--- config.mk ---
export PLATFORM = sky130hd
export DESIGN_NAME = touch_sensor_control_regs
export DESIGN_NICKNAME = d
export VERILOG_FILES = /design/src/hw/touch_regs_pkg.sv /design/src/hw/touch_sensor_control_regs.sv
export VERILOG_INCLUDE_DIRS = /design/src /design/src/hw
export SDC_FILE = /design/constraint.sdc
export NUM_CORES = 1
export LEC_CHECK = 0
export BUFFER_PORTS_ARGS = -buffer_cell sky130_fd_sc_hd__buf_4
export CAP_MARGIN = 0
export CORE_ASPECT_RATIO = 0.8
export CORE_MARGIN = 5
export CORE_UTILIZATION = 55
export CTS_CLUSTER_SIZE = 10
export DETAILED_ROUTE_END_ITERATION = 10
export PLACE_DENSITY_LB_ADDON = 0.1
export SYNTH_ARGS = -nofsm -noshare
export SYNTH_HDL_FRONTEND = slang
export SYNTH_SLANG_ARGS = --single-unit
--- constraint.sdc ---
create_clock -name clock -period 2.7 [get_ports clock]
set_clock_uncertainty 0.1 [all_clocks]
set_input_delay 0.27 -clock clock [delete_from_list [all_inputs] [get_ports clock]]
set_output_delay 0.27 -clock clock [all_outputs]
set_load 0.02 [all_outputs]
--- src/hw/touch_regs_map.svh ---
// register offsets, field positions, reset values and timing counts of the touch control bank
`ifndef TOUCH_REGS_MAP_SVH
`define TOUCH_REGS_MAP_SVH
`define ADDR_GEN_CONTROL_TWO 8'h09
`define ADDR_RELOAD_LO 8'h0A
`define ADDR_RELOAD_HI 8'h0B
`define ADDR_HOLD_LO 8'h0C
`define ADDR_HOLD_HI 8'h0D
`define ADDR_CAL_LO 8'h0E
`define ADDR_CAL_HI 8'h0F
`define ADDR_LEVEL_1_4 8'h10
`define ADDR_LEVEL_5_8 8'h11
`define ADDR_LEVEL_9_12 8'h12
`define ADDR_LEVEL_13_16 8'h13
`define ADDR_GUARD 8'h3B
`define BIT_MULTI 5
`define BIT_IMP 4
`define BIT_SOFT_RST 3
`define BIT_SLEEP 2
`define RST_GEN_CONTROL_TWO 8'h01
`define RST_RELOAD 16'hFFFE
`define RST_HOLD 16'hFFFE
`define RST_CAL 16'h0000
`define RST_GUARD 8'h00
`define GUARD_KEY 8'hA5
`define INIT_DONE 2'h3
`define SLEEP_DIV_DEFAULT 8
`endif

--- src/hw/touch_regs_pkg.sv ---
// types carried by the touch control register bank
package touch_regs_pkg;
  typedef struct packed {
    logic [1:0] zero;
    logic multi_out;
    logic low_imp;
    logic soft_reset_bit;
    logic sleep;
    logic [1:0] init;
  } gen_control_t;
  typedef struct packed {
    logic [15:0] reload;
    logic [15:0] sense_hold;
    logic [15:0] cal_hold;
  } chan_ctrl_t;
  typedef struct packed {
    logic wr;
    logic rd;
    logic [7:0] addr;
    logic [7:0] wdata;
  } reg_req_t;
  typedef struct packed {
    logic multi_out;
    logic low_imp;
    logic sleep;
    logic digital_reset;
    logic init_done;
    logic [15:0] reload;
    logic [15:0] sense_en;
    logic [15:0] cal_en;
  } fe_ctrl_t;
  typedef logic [31:0] level_bank_t;
endpackage : touch_regs_pkg

--- src/hw/touch_sensor_control_regs.sv ---
// control and status register bank of the 16-channel touch sensor
`timescale 1ns/1ps
`default_nettype none
`include "touch_regs_map.svh"

module touch_sensor_control_regs
  import touch_regs_pkg::*;
#(
  parameter int SLEEP_DIV = `SLEEP_DIV_DEFAULT
) (
  // clock and reset
  input wire logic clock,
  input wire logic rst_n,
  // register access from the serial interface engine
  input wire reg_req_t reg_req,
  output logic [7:0] reg_rdata,
  output logic reg_rvalid,
  // touch levels from the sensing core, same clock
  input wire level_bank_t level_in,
  // controls to the sensing core and analog front end
  output fe_ctrl_t fe_ctrl
);

  // a divider of one would make sleep identical to normal operation
  if (SLEEP_DIV < 2) begin : g_check
    $error("SLEEP_DIV must be at least 2");
  end

  localparam int CW = $clog2(SLEEP_DIV);
  localparam logic [CW-1:0] DIV_LAST = CW'(SLEEP_DIV - 1);

  gen_control_t gen_reg, gen_next;
  chan_ctrl_t chan_reg, chan_next;
  logic [7:0] guard_reg, guard_next;
  level_bank_t level_reg, level_next;
  logic [CW-1:0] div_reg, div_next;
  logic [7:0] rdata_next;
  logic rvalid_next;
  fe_ctrl_t fe_next;
  logic guard_open;
  logic sleep_tick;
  logic sample_en;

  // register writes; the mode bit is shielded by the guard byte against noisy writes
  always_comb begin
    gen_next = gen_reg;
    chan_next = chan_reg;
    guard_next = guard_reg;
    guard_open = (guard_reg == `GUARD_KEY);
    if (reg_req.wr) begin
      unique case (reg_req.addr)
        `ADDR_GEN_CONTROL_TWO: begin
          if (guard_open) begin
            gen_next.multi_out = reg_req.wdata[`BIT_MULTI];
          end
          gen_next.low_imp = reg_req.wdata[`BIT_IMP];
          gen_next.soft_reset_bit = reg_req.wdata[`BIT_SOFT_RST];
          gen_next.sleep = reg_req.wdata[`BIT_SLEEP];
          gen_next.init = reg_req.wdata[1:0];
        end
        `ADDR_RELOAD_LO: chan_next.reload[7:0] = reg_req.wdata;
        `ADDR_RELOAD_HI: chan_next.reload[15:8] = reg_req.wdata;
        `ADDR_HOLD_LO: chan_next.sense_hold[7:0] = reg_req.wdata;
        `ADDR_HOLD_HI: chan_next.sense_hold[15:8] = reg_req.wdata;
        `ADDR_CAL_LO: chan_next.cal_hold[7:0] = reg_req.wdata;
        `ADDR_CAL_HI: chan_next.cal_hold[15:8] = reg_req.wdata;
        `ADDR_GUARD: guard_next = reg_req.wdata;
        default: ; // read-only and unmapped writes are dropped
      endcase
    end
  end

  // sleep slows result refresh to one sample per divider period
  always_comb begin
    div_next = '0;
    sleep_tick = 1'b0;
    if (gen_reg.sleep && !gen_reg.soft_reset_bit) begin
      sleep_tick = (div_reg == DIV_LAST);
      div_next = sleep_tick ? '0 : div_reg + CW'(1);
    end
    sample_en = !gen_reg.sleep || sleep_tick;
  end

  // touch levels: cleared by soft reset, zero for held channels
  always_comb begin
    level_next = level_reg;
    for (int ch = 0; ch < 16; ch++) begin
      if (gen_reg.soft_reset_bit || chan_reg.sense_hold[ch]) begin
        level_next[2*ch +: 2] = 2'h0;
      end else if (sample_en) begin
        level_next[2*ch +: 2] = level_in[2*ch +: 2];
      end
    end
  end

  // read mux; unmapped offsets read zero, reserved bits 7:6 of control two read zero
  always_comb begin
    rdata_next = 8'h00;
    rvalid_next = reg_req.rd;
    if (reg_req.rd) begin
      unique case (reg_req.addr)
        `ADDR_GEN_CONTROL_TWO: rdata_next = gen_reg;
        `ADDR_RELOAD_LO: rdata_next = chan_reg.reload[7:0];
        `ADDR_RELOAD_HI: rdata_next = chan_reg.reload[15:8];
        `ADDR_HOLD_LO: rdata_next = chan_reg.sense_hold[7:0];
        `ADDR_HOLD_HI: rdata_next = chan_reg.sense_hold[15:8];
        `ADDR_CAL_LO: rdata_next = chan_reg.cal_hold[7:0];
        `ADDR_CAL_HI: rdata_next = chan_reg.cal_hold[15:8];
        `ADDR_LEVEL_1_4: rdata_next = level_reg[7:0];
        `ADDR_LEVEL_5_8: rdata_next = level_reg[15:8];
        `ADDR_LEVEL_9_12: rdata_next = level_reg[23:16];
        `ADDR_LEVEL_13_16: rdata_next = level_reg[31:24];
        `ADDR_GUARD: rdata_next = guard_reg;
        default: rdata_next = 8'h00;
      endcase
    end
  end

  // front-end controls follow the next register values so they move with the write
  always_comb begin
    fe_next.multi_out = gen_next.multi_out;
    fe_next.low_imp = gen_next.low_imp;
    fe_next.sleep = gen_next.sleep;
    fe_next.digital_reset = gen_next.soft_reset_bit;
    fe_next.init_done = (gen_next.init == `INIT_DONE);
    fe_next.reload = gen_next.soft_reset_bit ? 16'h0000 : chan_next.reload;
    fe_next.sense_en = gen_next.soft_reset_bit ? 16'h0000 : ~chan_next.sense_hold;
    fe_next.cal_en = gen_next.soft_reset_bit ? 16'h0000
                   : ~(chan_next.sense_hold | chan_next.cal_hold);
  end

  // state registers; the serial side registers are untouched by soft reset
  always_ff @(posedge clock) begin
    if (!rst_n) begin
      gen_reg <= `RST_GEN_CONTROL_TWO;
      chan_reg <= {`RST_RELOAD, `RST_HOLD, `RST_CAL};
      guard_reg <= `RST_GUARD;
      level_reg <= '0;
      div_reg <= '0;
      reg_rdata <= 8'h00;
      reg_rvalid <= 1'b0;
      fe_ctrl <= '0;
    end else begin
      gen_reg <= gen_next;
      chan_reg <= chan_next;
      guard_reg <= guard_next;
      level_reg <= level_next;
      div_reg <= div_next;
      reg_rdata <= rdata_next;
      reg_rvalid <= rvalid_next;
      fe_ctrl <= fe_next;
    end
  end
endmodule : touch_sensor_control_regs
`default_nettype wire

Word level (Yosys, flattened, before mapping)
Index checks and enable logic that the tools add are counted.
- mux-type cells: 11
- reduce and logical (&&, ||, !) cells: 42
- bitwise logic cells: 5
- equality and inequality tests: 15
- $add $sub $neg: 1
- operators by type and width (kind ; number):
    $pmux W8 S12 ; 1
    $eq A8 B4 Y1 const B ; 7
    $mux W48 ; 1
    $mux W8 ; 6
    $reduce_or A2 Y1 ; 17
    $eq A8 B5 Y1 const B ; 4
    $not A16 Y16 ; 2
    $logic_or A1 B1 Y1 ; 17
    $or A16 B16 Y16 ; 1
    $eq A8 B6 Y1 const B ; 1
    $eq A8 B8 Y1 const B ; 1
    $mux W4 ; 2
    $reduce_and A2 Y1 ; 3
    $add A3 B1 Y3 const B ; 1
    $eq A3 B3 Y1 const B ; 1
    $reduce_and A3 Y1 ; 1
    $reduce_or A3 Y1 ; 1
    $eq A2 B2 Y1 const B ; 1
    $logic_not A1 Y1 ; 2
    $not A1 Y1 ; 2
    $logic_and A1 B1 Y1 ; 1
    $mux W1 ; 1
- output and inout port bits: 62
- word-level logic and storage cells: 106
- register bits after elaboration: 155

Logic depth before layout (Yosys ltp)
- depth after elaboration: 5
- gate-level depth with buffers: 7
- mapped depth without buffers: 6

Least setup slack after synthesis
Ideal clock, no wire load.
- kind: input port to flip-flop
- start: in reg_req[15] (netlist name)
- end: reg fe_ctrl[5] (netlist name)
- stages: 7
- arrival time: 1582 ps
- path slack: 938 ps
- buffers on the path: 2
- path through: nor3b_4 and2_1 buf_6 nand3_4 buf_6 a22o_1 a211oi_2
- word-level cells in the longest chain between the ends: 5
- elaborated cells between the ends (all ways): 11
- ends and longest elaborated chain (item ; RTL line ; RTL):
    start: declaration ; touch_sensor_control_regs.sv:15 ; input wire reg_req_t reg_req,
    $eq A8 B4 Y1 ; touch_sensor_control_regs.sv:51 ; unique case (reg_req.addr)
    $mux W8 ; touch_sensor_control_regs.sv:51 ;
    $mux W48 ; touch_sensor_control_regs.sv:50 ; if (reg_req.wr) begin
    $or A16 B16 Y16 ; touch_sensor_control_regs.sv:129 ; : ~(chan_next.sense_hold | chan_next.cal_hold);
    $not A16 Y16 ; touch_sensor_control_regs.sv:129 ;
    end signal: assignment ; touch_sensor_control_regs.sv:151 ; fe_ctrl <= fe_next;
    end: declaration ; touch_sensor_control_regs.sv:21 ; output fe_ctrl_t fe_ctrl
Parallel ways exist; a longest one is shown, timed or not.
A chain may end at the register's enable or synchronous reset.

Final worst setup path
- start: in reg_req[15] (netlist name)
- end: reg fe_ctrl[11] (netlist name)
Same word-level chain as after synthesis.

==> metrics.md <==
| Metric | Value |
|---|---|
| Hold-fix buffers, CTS | `0` |
| VDD IR-drop max | `0.5028 mV` |
| CTS tree | `yes` |
| Die X | `130.7 um` |
| Mean routed wirelength per cell | `20.85 um` |
| Largest net degree at the start of global routing | `38` |
| Gr usage total | `26.23%` |
| Vias | `5155` |
| Share of cells above drive strength 1 | `24.55%` |
| Most frequent cells in the layout | `dfxtp_1, buf_4, mux2i_1, nand2_1, nor2b_1` |
| First-pass GRT wire length | `27.88 mm` |
| Row Count | `35` |
| Antenna viol nets, final | `0` |
| Mapped Area | `6406 um^2` |
| Nets | `767` |
| Area Overhead vs Synth | `22.36%` |
| Grt ovf | `0` |
| Setup violations, final | `0` |
| Antenna diode count | `0` |
| Die footprint | `13920 um^2` |
| Asr flop ratio synth | `0%` |
| Die Ht | `106.5 um` |
| CP arrival | `2.21 ns` |
| Clk_lat worst skew | `0.42 ns` |
| CP max stage delay | `0.51 ns` |
| Worst-path cell chain | `buf_4 -> nor3b_4 -> and2_1 -> nand3_4 -> a22o_1 -> a211oi_1` |
| Reg2Reg Setup Slack | `0.84 ns` |
| CTS clk-pin slew, worst paths | `0.06 ns` |
| Tmin final | `1.994 ns` |
| H-tree Lvls | `4` |
| Compound-Gate Fraction of Synth Area | `11.68%` |
| Crit-path max FO | `17` |
| Max-slew violation count | `0` |
| Register area share after synthesis | `48.44%` |
| Largest family of logic cells by synthesized area | `simple AND/OR/NAND/NOR gates` |
| PwrDens | `639.1 nW/um^2` |
| Pleak | `0.003655 uW` |
| DRC | `0` |
| Post-CTS Setup Inserts | `0` |
| Total iterations of the first detailed-routing run | `5` |
| Yosys reg bits | `155` |
| Commonest non-fill, non-tap cell in the layout | `dfxtp_1` |
| Fillers | `936` |
| IO Port Bufs | `113` |
| Final GP Congestion | `0.9929` |
| Hold Crit Class | `in -> reg` |
| Simple-gate share of the synthesized area | `18.03%` |
| Adder-Cell Fraction of Synth Area | `0.3906%` |
| Final hold slack | `0.03326 ns` |
| EDFF count, synth | `0` |
| Core Region | `11470 um^2` |
| Synthesized instance count | `623` |
| Area after DPL | `7247 um^2` |
| Multi-input combinational cell area | `3013 um^2` |
| Synth Flop Type | `dfxtp_1` |
| Antenna violations before repair | `0` |
| Final Cell Area | `7839 um^2` |
| CTS Buffer Depth | `2` |
| Yosys warning count | `0` |
| Via/cell ratio | `5.905` |
| Root buffer cell | `clkbuf_16` |
| Mux cell area share after synthesis | `16.76%` |
| Distinct cell type count after synthesis | `51` |
| Hpwl dp | `12.72 mm` |
| Initial Utilization | `55.83%` |
| Final Hold Viols | `0` |
| Fin crit share | `73.85%` |
| Max cap viols | `0` |
| Max_slew headroom | `59.38%` |
| Fmax | `501.5 MHz` |
| RSZ-0062 raised after global routing | `no` |
| Mean Syn Cell Area | `10.28 um^2` |
| Max reg flops | `49` |
| Cts bufs inserted | `17` |
| Worst Path Required | `2.91 ns` |
| Iter 0 DRT Violations | `513` |
| I/O Pins | `114` |
| Setup TNS | `0 ns` |
| Crit start category | `input pin` |
| Class of the most critical setup path | `in -> reg` |
| Status | `complete, no violations` |
| Vias in the first global route | `5121` |
| Post-synthesis net count | `677` |
| CP max stage cell | `and2_1` |
| Crit. End Element | `register` |
| # resized after CTS | `0` |
| Clock Sink Count | `155` |
| Xor/xnor share of the synthesized area | `0%` |
| Reg area | `3103 um^2` |
| Tightest Pin Transition | `0.6056 ns` |
| Drt total wl | `18.20 mm` |
-- final cells by class --
class / count / area share, %
flip-flops and latches: 155 / 39.59
inverters: 4 / 0.1915
clock buffers: 20 / 5.826
clock inverters: 11 / 1.724
well taps: 148 / 2.362
repair buffers: 124 / 11.88
multi-input cells: 411 / 38.44
-- per-layer routing --
metal | routed length, um | track usage, % | share of wire, % | vias up
li1 | - | - | - | 2397
met1 | 8162 | 37.42 | 45 | 2499
met4 | 310 | 7.930 | 1.7 | 0
met3 | 1663 | 7.283 | 9.1 | 31
met5 | 0 | 0 | 0 | -
met2 | 8064 | 38.57 | 44 | 228
-- synthesized netlist by cell type, types with 2 or more instances --
cell type	count	area share, %
a211oi_1	8	0.94
a211oi_2	8	1.6
a21boi_0	8	0.94
a21oi_1	4	0.31
a221oi_1	5	0.68
a22o_1	21	2.9
a22oi_1	7	0.82
a31oi_1	7	0.68
a32oi_1	4	0.55
and2_1	10	0.98
and2b_1	2	0.23
and3_1	3	0.29
and4_1	2	0.27
buf_1	2	0.12
buf_2	13	1.0
buf_4	5	0.59
buf_6	7	1.2
clkbuf_1	26	1.5
dfxtp_1	155	48
ha_1	2	0.39
inv_1	4	0.23
mux2i_1	98	15
mux4_2	3	1.1
nand2_1	62	3.6
nand2b_1	2	0.20
nand3_1	16	1.3
nand3_4	4	1.1
nor2_1	21	1.2
nor2b_1	44	4.3
nor3_1	35	2.7
nor3b_1	2	0.23
nor4bb_1	2	0.31
o21ai_0	11	0.86
o22ai_1	2	0.20
o2bb2ai_1	2	0.27
-- stage by stage --
step	setup slack, ns	utilization, %	power (uW)	std cells
6_report	0.7060	68.32	5010	873
5_1_grt	0.6415	68.32	5157	873
4_1_cts	0.7368	68.32	5020	873
3_5_place_dp	0.3692	63.16	2668	842
3_3_place_gp	0.4861	63.16	2664	842
2_1_floorplan	0.9385	-	2532	623
-- critical path: cells and delay by family --
family	cells	cell delay [ns]
AOI/OAI and AO/OA	2	0.59
and+or+nand+nor	3	1.22
buffers and inverters	1	0.13
-- cell families after synthesis --
logic type,Yosys count
AOI/OAI and AO/OA,94
adders and majority gates,2
buffers and inverters,57
DFF,155
muxes,103
and+or+nand+nor,212
-- worst paths after layout --
path | from | endpoint | cells after the start
max | reg_req[15] | fe_ctrl[11] | 6
min | reg_req[16] | reg_rvalid | 2
max reg2reg | div_reg[0] | level_reg[20] | 7
min reg2reg | div_reg[0] | div_reg[0] | 1
-- report_power, final --
part           internal, uW  switching, uW
Combinational           126            185
Clock                  1420            964
Sequential             2310           7.36
No activity file was read; power rests on OpenSTA's default activity.
